File: config.mk
export PLATFORM = sky130hd
export DESIGN_NAME = rel_top
export DESIGN_NICKNAME = d
export VERILOG_FILES = /design/src/hw/rel_pkg.sv /design/src/hw/rel_top.sv /design/src/hw/rel_lmfc_chk.sv
export SDC_FILE = /design/constraint.sdc
export NUM_CORES = 1
export LEC_CHECK = 0
export ABC_AREA = 1
export BUFFER_PORTS_ARGS = -buffer_cell sky130_fd_sc_hd__buf_2
export CAP_MARGIN = 20
export CORE_MARGIN = 3
export CORE_UTILIZATION = 30
export CTS_CLUSTER_DIAMETER = 150
export DETAILED_ROUTE_END_ITERATION = 8
export PLACE_DENSITY = 0.5
export SLEW_MARGIN = 10
export SYNTH_ARGS = -nofsm -noshare
export SYNTH_HDL_FRONTEND = slang
export SYNTH_SLANG_ARGS = --single-unit
File: constraint.sdc
create_clock -name pclk -period 2.2 [get_ports pclk]
set_input_delay 0.44 -clock pclk [delete_from_list [all_inputs] [get_ports pclk]]
set_output_delay 0.44 -clock pclk [all_outputs]
set_load 0.02 [all_outputs]
File: src/hw/rel_pkg.sv
// Package of constants and types for the receive error log block
`default_nettype none
package rel_pkg;

  ////////////////////////////////////////////////////////////////////////////
  // Register byte offsets
  localparam logic [7:0] OFS_LMFC_CFG = 8'h50;
  localparam logic [7:0] OFS_SYSREF_CTRL = 8'h54;
  localparam logic [7:0] OFS_CTRL_SPARE = 8'h58;
  localparam logic [7:0] OFS_STATUS_A = 8'h60;
  localparam logic [7:0] OFS_IRQ_EN = 8'h74;
  localparam logic [7:0] OFS_REINIT_EN = 8'h78;

  ////////////////////////////////////////////////////////////////////////////
  // Field layout of the status word, its enable words and the LMFC and SYSREF control words
  localparam int STAT_W = 9;
  localparam int BIT_SPARE_FOUR = 8;
  localparam int BIT_PCF_EMPTY = 7;
  localparam int BIT_PCF_FULL = 6;
  localparam int BIT_LANE_LOCK = 5;
  localparam int BIT_DESKEW = 4;
  localparam int BIT_FRAME_READY = 3;
  localparam int BIT_LINK_READY = 2;
  localparam int BIT_SYSREF_LMFC = 1;
  localparam int BIT_ALWAYSON = 1;
  localparam int LMFC_W = 8;

  ////////////////////////////////////////////////////////////////////////////
  // Reset values and masks
  localparam logic [STAT_W-1:0] STAT_RESET = 9'h000;
  localparam logic [STAT_W-1:0] STAT_IMPL_MASK = 9'h1FE;
  localparam logic [STAT_W-1:0] EN_RESET = 9'h000;
  localparam logic [LMFC_W-1:0] LMFC_CFG_RESET = 8'h0F;
  localparam logic [31:0] WORD_ZERO = 32'h0000_0000;

  ////////////////////////////////////////////////////////////////////////////
  // Event vector, one field per status bit, bit 8 down to bit 0
  typedef struct packed {
    logic spare_error_flag_four;
    logic pcf_empty;
    logic pcf_full;
    logic lane_lock;
    logic deskew;
    logic frame_ready;
    logic link_ready;
    logic sysref_lmfc;
    logic unused_zero;
  } rel_evt_t;

  // Bus access phases of the slave
  typedef enum logic [1:0] {
    REL_IDLE,
    REL_WAIT,
    REL_DONE
  } rel_apb_st_t;

endpackage
`default_nettype wire

File: src/hw/rel_top.sv
// APB register bank that logs receive link errors and raises irq and reinit
//
// The implementer's own choices: the register addresses and the APB slave port.
`timescale 1ns/1ps
`default_nettype none

////////////////////////////////////////////////////////////////////////////////
module rel_top
  import rel_pkg::*;
#(
  parameter int LANES = 4
) (
  input wire logic pclk,
  input wire logic presetn,
  input wire logic psel,
  input wire logic penable,
  input wire logic pwrite,
  input wire logic [7:0] paddr,
  input wire logic [31:0] pwdata,
  output logic [31:0] prdata,
  output logic pready,
  output logic pslverr,
  input wire logic link_running,
  input wire logic [LANES-1:0] pcfifo_empty_lane,
  input wire logic [LANES-1:0] pcfifo_full_lane,
  input wire logic [LANES-1:0] lane_lock_event_flag,
  input wire logic deskew_err,
  input wire logic tl_valid,
  input wire logic transport_sink_ready,
  input wire logic link_valid,
  input wire logic link_sink_ready,
  input wire logic sysref,
  input wire logic cg_sync_err,
  output logic irq,
  output logic link_reinit_req
);

  ////////////////////////////////////////////////////////////////////////////
  // Register state
  rel_apb_st_t st_r;
  rel_apb_st_t st_nxt;
  logic [STAT_W-1:0] status_r;
  logic [STAT_W-1:0] status_nxt;
  logic [STAT_W-1:0] irq_en_r;
  logic [STAT_W-1:0] reinit_en_r;
  logic [LMFC_W-1:0] lmfc_cfg_r;
  logic always_on_r;
  logic [31:0] prdata_r;
  logic pready_r;
  logic pslverr_r;
  logic irq_r;
  logic reinit_r;
  logic sysref_mismatch;
  rel_evt_t evt;

  ////////////////////////////////////////////////////////////////////////////
  // Address decode shared by read and write paths
  function automatic logic hit(input logic [7:0] a, input logic [7:0] ofs);
    hit = (a == ofs);
  endfunction

  wire sel_lmfc = hit(paddr, OFS_LMFC_CFG);
  wire sel_sysref = hit(paddr, OFS_SYSREF_CTRL);
  wire sel_spare = hit(paddr, OFS_CTRL_SPARE);
  wire sel_status = hit(paddr, OFS_STATUS_A);
  wire sel_irq_en = hit(paddr, OFS_IRQ_EN);
  wire sel_reinit_en = hit(paddr, OFS_REINIT_EN);
  wire mapped = sel_lmfc | sel_sysref | sel_spare | sel_status | sel_irq_en
                | sel_reinit_en;

  // Access completes in the cycle after the access phase begins
  wire in_access = psel & penable;
  wire complete = in_access & (st_r == REL_WAIT);
  wire wr_commit = complete & pwrite & mapped;

  ////////////////////////////////////////////////////////////////////////////
  // Bus slave phase sequencing
  always_comb begin
    st_nxt = st_r;
    case (st_r)
      REL_IDLE: begin
        if (in_access) begin
          st_nxt = REL_WAIT;
        end
      end
      REL_WAIT: begin
        st_nxt = REL_DONE;
      end
      REL_DONE: begin
        st_nxt = REL_IDLE;
      end
      default: begin
        st_nxt = REL_IDLE;
      end
    endcase
  end

  ////////////////////////////////////////////////////////////////////////////
  // Read data selection, reserved bits read as zero
  wire [31:0] rd_word =
    sel_lmfc ? {{(32-LMFC_W){1'b0}}, lmfc_cfg_r} :
    sel_sysref ? (WORD_ZERO | (32'h0000_0001 << BIT_ALWAYSON) & {32{always_on_r}}) :
    sel_status ? {{(32-STAT_W){1'b0}}, status_r} :
    sel_irq_en ? {{(32-STAT_W){1'b0}}, irq_en_r} :
    sel_reinit_en ? {{(32-STAT_W){1'b0}}, reinit_en_r} :
    WORD_ZERO;

  ////////////////////////////////////////////////////////////////////////////
  // Hardware events gathered onto the status layout
  assign evt.spare_error_flag_four = 1'b0;
  assign evt.pcf_empty = link_running & (|pcfifo_empty_lane);
  assign evt.pcf_full = link_running & (|pcfifo_full_lane);
  assign evt.lane_lock = link_running & (|lane_lock_event_flag);
  assign evt.deskew = deskew_err;
  // A sink ready tied high never flags
  assign evt.frame_ready = tl_valid & ~transport_sink_ready;
  assign evt.link_ready = link_valid & ~link_sink_ready;
  assign evt.sysref_lmfc = sysref_mismatch;
  assign evt.unused_zero = 1'b0;

  // Write one clears, then set wins over clear in the same cycle
  wire [STAT_W-1:0] clr_mask = (wr_commit & sel_status) ? pwdata[STAT_W-1:0] : STAT_RESET;
  assign status_nxt = ((status_r & ~clr_mask) | evt) & STAT_IMPL_MASK;

  // Interrupt and reinit conditions
  wire irq_nxt = |(status_nxt & irq_en_r);
  wire reinit_nxt = (|(status_nxt & reinit_en_r)) | cg_sync_err;

  ////////////////////////////////////////////////////////////////////////////
  // LMFC period checker
  rel_lmfc_chk #(
    .CNT_W(LMFC_W)
  ) u_lmfc (
    .pclk(pclk),
    .presetn(presetn),
    .always_on(always_on_r),
    .period_m1(lmfc_cfg_r),
    .sysref(sysref),
    .mismatch(sysref_mismatch)
  );

  ////////////////////////////////////////////////////////////////////////////
  // Bus response registers
  always_ff @(posedge pclk or negedge presetn) begin
    if (!presetn) begin
      st_r <= REL_IDLE;
      pready_r <= 1'b0;
      pslverr_r <= 1'b0;
      prdata_r <= WORD_ZERO;
    end else begin
      st_r <= st_nxt;
      pready_r <= in_access & (st_r == REL_IDLE);
      pslverr_r <= in_access & (st_r == REL_IDLE) & ~mapped;
      if (in_access & (st_r == REL_IDLE) & ~pwrite) begin
        prdata_r <= rd_word;
      end
    end
  end

  ////////////////////////////////////////////////////////////////////////////
  // Software writable configuration
  always_ff @(posedge pclk or negedge presetn) begin
    if (!presetn) begin
      irq_en_r <= EN_RESET;
      reinit_en_r <= EN_RESET;
      lmfc_cfg_r <= LMFC_CFG_RESET;
      always_on_r <= 1'b0;
    end else if (wr_commit) begin
      if (sel_irq_en) begin
        irq_en_r <= pwdata[STAT_W-1:0] & STAT_IMPL_MASK;
      end
      if (sel_reinit_en) begin
        reinit_en_r <= pwdata[STAT_W-1:0] & STAT_IMPL_MASK;
      end
      if (sel_lmfc) begin
        lmfc_cfg_r <= pwdata[LMFC_W-1:0];
      end
      if (sel_sysref) begin
        always_on_r <= pwdata[BIT_ALWAYSON];
      end
    end
  end

  ////////////////////////////////////////////////////////////////////////////
  // Sticky status and the two request outputs
  always_ff @(posedge pclk or negedge presetn) begin
    if (!presetn) begin
      status_r <= STAT_RESET;
      irq_r <= 1'b0;
      reinit_r <= 1'b0;
    end else begin
      status_r <= status_nxt;
      irq_r <= irq_nxt;
      reinit_r <= reinit_nxt;
    end
  end

  assign prdata = prdata_r;
  assign pready = pready_r;
  assign pslverr = pslverr_r;
  assign irq = irq_r;
  assign link_reinit_req = reinit_r;

endmodule
`default_nettype wire

File: src/hw/rel_lmfc_chk.sv
// LMFC counter with SYSREF realignment and period mismatch detection
`timescale 1ns/1ps
`default_nettype none
module rel_lmfc_chk
  import rel_pkg::*;
#(
  parameter int CNT_W = LMFC_W
) (
  input wire logic pclk,
  input wire logic presetn,
  input wire logic always_on,
  input wire logic [CNT_W-1:0] period_m1,
  input wire logic sysref,
  output logic mismatch
);

  logic sysref_d_r;
  logic armed_r;
  logic [CNT_W-1:0] cnt_r;
  logic [CNT_W-1:0] cnt_nxt;
  logic mismatch_r;

  ////////////////////////////////////////////////////////////////////////////
  // Edge detect and boundary decode
  wire rise = sysref & ~sysref_d_r;
  wire at_last = (cnt_r == period_m1);
  wire realign = always_on & rise;
  // Edge off the multiframe boundary means period is no whole multiple
  wire bad_edge = realign & armed_r & ~at_last;

  // Counter restarts at every edge in continuous mode, else wraps to zero after period_m1
  always_comb begin
    cnt_nxt = cnt_r + 1'b1;
    if (realign | at_last) begin
      cnt_nxt = '0;
    end
  end

  ////////////////////////////////////////////////////////////////////////////
  // Counter, arming and flag pulse
  always_ff @(posedge pclk or negedge presetn) begin
    if (!presetn) begin
      sysref_d_r <= 1'b0;
      armed_r <= 1'b0;
      cnt_r <= '0;
      mismatch_r <= 1'b0;
    end else begin
      sysref_d_r <= sysref;
      cnt_r <= cnt_nxt;
      armed_r <= always_on & (armed_r | rise);
      mismatch_r <= bad_edge;
    end
  end

  assign mismatch = mismatch_r;

endmodule
`default_nettype wire

==> impl_metrics.ini, run 1 <==
[run_status]
status = finished, final reports clean

[routing]
drtPass1Iterations = 4
drtIter0Drc = 102
num_vias = 2491
postRouteAntennaNets = 0
drc = 0
drt_wl_total_um = 7399
vias_per_cell = 4.432
post_drt_wl_per_cell_um = 13.17

[setup_path]
max_stage_delay_ns = 0.43
cp_slowest_cell = dfrtp_1
cp-end-kind = flop
critPathBufInv = 1
crit_arrival_ns = 2.01
cp_data_required_time_ns = 2.42
crit_family = simple AND/OR/NAND/NOR gates
path_cells = nor4_4 > buf_12 > nand2_4 > nor2_4 > mux2_2
startpoint_type = flop
cp_max_fo = 12
critical_path_class = flop to flop
reg2reg_slack_ns = 0.41

[cells_and_area]
n_antenna_cell = 0
layout-drive-gt1-share_pct = 24.71
final_cells = 562
layout.nets = 490
area_delta_synth_final_pct = 20.20
fin_util_pct = 37.35

[clocking]
ctsHtreeMaxLevel = 3
cts_setup_buffers = 0
clockBufferDepth = 2
clkLatencyLatePin_ns = 0.33
clk_pin_slew_ns = 0.07
numCtsBuffers = 9
hold_buffers = 0
cts_resized = 0
clock_sinks = 59
cts_root_buf = clkbuf_8
cts_tree = built

[synth]
ys_seq_elements = 59
yosysSeqAreaShare_pct = 48.33
synth_top_family_by_area = simple AND/OR/NAND/NOR gates
yosys.area.top_type_share_pct = 44.90
synthArstFlopShare_pct = 100.0
yosysMostFrequentCell = nand2_1
synth_area_leader_cell = dfrtp_1
synth_xor_area_share_pct = 1.714
synthAdderAreaFrac_pct = 0.4082
synth_edf_count = 0
synth.area.mux_share_pct = 3.184
synth_cell_types = 34
syn_area_sq_um = 3065
yosys.area_share.simple_pct = 24.16
synth_commonest_cells = nand2_1, dfrtp_1, inv_1
syn_area_per_cell_sq_um = 8.659
synthCells = 354
ys_warn_count = 0
synth_area_leaders = dfrtp_1, nand2_1, buf_4
synth-compound-area-share_pct = 9.837
ys.flop_type = dfrtp_1

[timing]
report.final.slew_viol_count = 0
rsz0062_at_grt = false
post-route-min-period_ns = 1.789
finalWorstSetupSlack_ns = 0.4109
worstMarginPinSlew_ns = 0.5186
max-slew-margin-rel_pct = 65.43
finalSetupTns_ns = 0
hold_violations = 0
fmax_mhz = 559.0
finalClockSkew_ns = 0.004943
finalCritPeriodShare_pct = 81.32
setup_violations = 0

[floorplanning]
initial_core_util_pct = 31.08
coreArea_sq_um = 9864
num_rows = 36
design.die.area_sq_um = 11470
die_y_um = 107.1
io-pin-count = 101
die_w_um = 107.1

[job]
maxCapViolCount = 0

[place]
dpl.hpwl_um = 5528
dpl.cell_count = 546
dp_slack_ns = 0.1788
io_buffers = 54
gp_congestion = 0.7924

[power]
peakVddDrop_v = 0.0002518
finalPower_uw = 2424
power.leakage_uw = 0.001923
powerDensity_nw_per_um2 = 657.8

[global_route]
antenna_found_initial = 0
grt_pass1_wl_um = 12190
grt_pass1_vias = 2459
gr-total-overflow = 0
grt_use_total_pct = 13.73
grt_max_degree = 41

[hold_path]
hp-class = input pin to asynchronous set/reset pin
[registers in the layout, indices dropped and copies added, names as in the netlist, 2 cells and up]
| signal | flops |
|---|---|
| prdata | 9 |
| irq_en_r | 8 |
| lmfc_cfg_r | 8 |
| reinit_en_r | 8 |
| status_r | 8 |
| u_lmfc.cnt_r | 8 |
| st_r | 2 |
[layer usage]
layer / GRT usage, % / share of wire [%] / vias to the layer above / wire length, um
met4: 3.744 / 0.49 / 0 / 36
met1: 19.03 / 50 / 1169 / 3687
met2: 20.82 / 43 / 75 / 3218
met5: 0 / 0 / - / 0
li1: - / - / 1243 / -
met3: 4.094 / 6.2 / 4 / 456
[area by class of cell]
| type | count | area, sq um |
|---|---|---|
| Tap cell | 133 | 166.4 |
| Multi-Input combinational cell | 245 | 1291 |
| Inverter | 45 | 168.9 |
| Clock buffer | 15 | 186.4 |
| Clock inverter | 1 | 7.507 |
| Fill cell | 1053 | 6180 |
| Timing Repair Buffer | 64 | 382.9 |
| Sequential cell | 59 | 1481 |
[where the power goes]
group | switching [uW] | internal (uW)
clock network | 425 | 534
registers | 38.7 | 1140
logic | 185 | 106
[cells by family (layout without fill, tap and decap cells)]
| family | count (synthesis) | after routing |
|---|---|---|
| xor+xnor | 6 | 6 |
| mux | 8 | 8 |
| simple gates | 157 | 157 |
| compound gates | 50 | 50 |
| other cells | 1 | 23 |
| fa+ha+maj | 1 | 1 |
| flops | 59 | 59 |
| buf+inv | 72 | 125 |
[path summary, 6_finish.rpt]
path                            cells after the start                 to     from
worst max-delay path                                5      lmfc_cfg_r[7]  st_r[1]
worst min-delay path                                1          prdata[8]  presetn
min in group pclk                                   1  u_lmfc.sysref_d_r   sysref
max in group asynchronous                           2      lmfc_cfg_r[1]  presetn
worst max register to register                      5      lmfc_cfg_r[7]  st_r[1]
worst min register to register                      1            st_r[0]  st_r[0]
[through the flow]
stage,cell area [sq um],hold slack [ns]
3_3_place_gp,3491,0.4448
5_1_grt,3685,0.09042
6_report,3685,0.07567
4_1_cts,3685,0.08381
3_5_place_dp,3491,0.4486
2_1_floorplan,3148,0.1444
[worst reg2reg max path, cell delays in order (launching register included)]
cell	delay (ns)
dfrtp_1	0.43
nor4_4	0.34
buf_12	0.18
nand2_4	0.10
nor2_4	0.26
mux2_2	0.37
[cells in the final DEF, fill, tap and decap left out, drive strengths merged]
cell type  instances
inv               45
nor3b              2
a211oi             2
dfstp              4
nand3b             1
buf               64
o211ai             2
nor4               3
ha                 1
clkbuf            15
and3               2
nand2             98
xor2               4
mux2               8
clkinvlp           1
o41ai              3
o21ai             26
nand3              6
nor3               6
xnor2              2
o22ai              4
nand4              8
o21a               4
dfrtp             55
a221oi             4
conb              23
a21oi              5
nor2              31
(Power assumes the default switching activity.)
==> inputs of run 2 (changes only) <==
Settings changed: PLACE_DENSITY 0.5 to 0.52.
Clock period 2.2 ns to 1.6 ns, I/O delays scaled along.
==> run 2 against run 1 <==
The flow now finishes with violations (setup timing); count of clock-buffer cells in the layout is 1 lower; sequential share of layout area is 3.8 points lower; core utilization is 3.9 points higher; clock power is 43% higher; via count is 3.4% higher; design area is 10% higher.
==> impl_metrics.ini, run 2 (synthesis results as in run 1) <==
[global_route]
grt_use_total_pct = 13.61
grt_pass1_vias = 2555
gr-total-overflow = 0
grt_max_degree = 60
antenna_found_initial = 0
grt_pass1_wl_um = 12140

[hold_path]
hp-class = input pin to flop

[timing]
finalCritPeriodShare_pct = 103.1
rsz0062_at_grt = true
finalSetupTns_ns = -0.07497
hold_violations = 0
finalWorstSetupSlack_ns = -0.05009
finalClockSkew_ns = 0.004454
fmax_mhz = 606.0
report.final.slew_viol_count = 0
setup_violations = 5
post-route-min-period_ns = 1.650

[setup_path]
critical_path_class = flop to flop
crit_arrival_ns = 1.87
cp_data_required_time_ns = 1.82
cp_max_fo = 6
startpoint_type = flop
cp-end-kind = flop

[place]
io_buffers = 54
dp_slack_ns = -0.2674
dpl.hpwl_um = 5514
dpl-instance-area_sq_um = 3669
gp_congestion = 0.7951

[clocking]
clockBufferDepth = 2
numCtsBuffers = 9
cts_tree = built
clkLatencyLatePin_ns = 0.33
clock_sinks = 59
ctsHtreeMaxLevel = 3
clk_pin_slew_ns = 0.06
cts_root_buf = clkbuf_8

[cells_and_area]
multiInputGateArea_sq_um = 1399
final_cell_mix = nand2_1, dfrtp_1, buf_2
finalInstanceArea_sq_um = 4069
layout-drive-gt1-share_pct = 33.26
area_delta_synth_final_pct = 32.73
final_common_cell = nand2_1
layout.nets = 518
n_antenna_cell = 0
seq_area_sq_um = 1481
num-fill-cells = 1027
largest_reg_flops = 9

[routing]
drtPass1Iterations = 4
drtIter0Drc = 93
drt_wl_total_um = 7452
drc = 0
post_drt_wl_per_cell_um = 12.63
postRouteAntennaNets = 0
num_vias = 2575
vias_per_cell = 4.364

[floorplanning]
die_y_um = 107.1
coreArea_sq_um = 9864
initial_core_util_pct = 31.08
design.die.area_sq_um = 11470
die_w_um = 107.1
io-pin-count = 101
num_rows = 36

[power]
power.leakage_uw = 0.002112
peakVddDrop_v = 0.0003349
powerDensity_nw_per_um2 = 838.5

[run_status]
status = finished, violations left
violations = setup timing

[job]
maxCapViolCount = 0
-- run 2: changes by cell type in the layout (fill, tap and decap cells not counted), moves of 3 or more --
cell	change
mux2_2	-6
o21ai_0	-13
mux2_4	+6
o21ai_2	+3
buf_4	+18
nand2_1	-11
o21ai_1	+10
nand2_4	+3
buf_6	+6
nor2_1	-3
nand2_2	+7
-- run 2: where the power goes --
| group | total (uW) | switching, uW | internal [uW] | leakage [uW] |
|---|---|---|---|---|
| Sequential | 1610 | 53.9 | 1560 | 0.000654 |
| Clock | 1370 | 562 | 804 | 0.000101 |
| Combinational | 431 | 266 | 165 | 0.00136 |
| Total | 3410 | 882 | 2530 | 0.00211 |
-- run 2: path summary, 6_finish.rpt --
| check | from | end | slack, ns | cells past startpoint |
|---|---|---|---|---|
| worst max register to register | st_r[0] | irq_en_r[4] | -0.05 | 7 |
| min in group asynchronous | presetn | prdata[8] | 0.54 | 3 |
| max in group asynchronous | presetn | lmfc_cfg_r[1] | 0.75 | 3 |
| worst min register to register | prdata[8] | prdata[8] | 0.48 | 2 |
| worst max-delay path | st_r[0] | irq_en_r[4] | -0.05 | 7 |
| worst min-delay path | sysref | u_lmfc.sysref_d_r | 0.11 | 1 |
-- run 2: per-stage QoR --
step                instances  power, uW  hold slack (ns)  util, %
floorplan                 376       1917          0.02441        -
global placement          567       2060           0.3552    37.19
detailed placement        567       2067           0.3528    37.19
global route              590       3584          0.09522    41.25
finish                    590       3412           0.1107    41.25
CTS                       589       3465          0.09224    40.04
-- run 2: layout make-up --
class	count	share of cell area (%)
clock buffer	14	3.998
sequential	59	36.41
timing repair buffer	92	16.11
clock inverter	2	0.8610
inverter	45	4.151
tap	133	4.090
multi-input combinational	245	34.38
-- run 2: timing repair --
item	CTS	global route
hold endpoints to repair	55	0
pin swaps	16	6
gates cloned	0	1
setup buffers	5	1
hold buffers	1	0
gates resized for setup	9	41
endpoints found under the setup margin	14	33
-- run 2: metal layers --
metal | global-route usage (%) | wire [um]
met5 | 0 | 0
met1 | 18.94 | 3496
met4 | 3.288 | 71
met3 | 4.154 | 491
met2 | 20.69 | 3393
-- run 2: worst max-delay path: stages (launching register included) --
cell and delay (ns):
dfrtp_1 0.36, inv_2 0.06, nor4_4 0.25, buf_6 0.20
nand2_8 0.07, buf_6 0.12, nor2_4 0.17, mux2_4 0.32
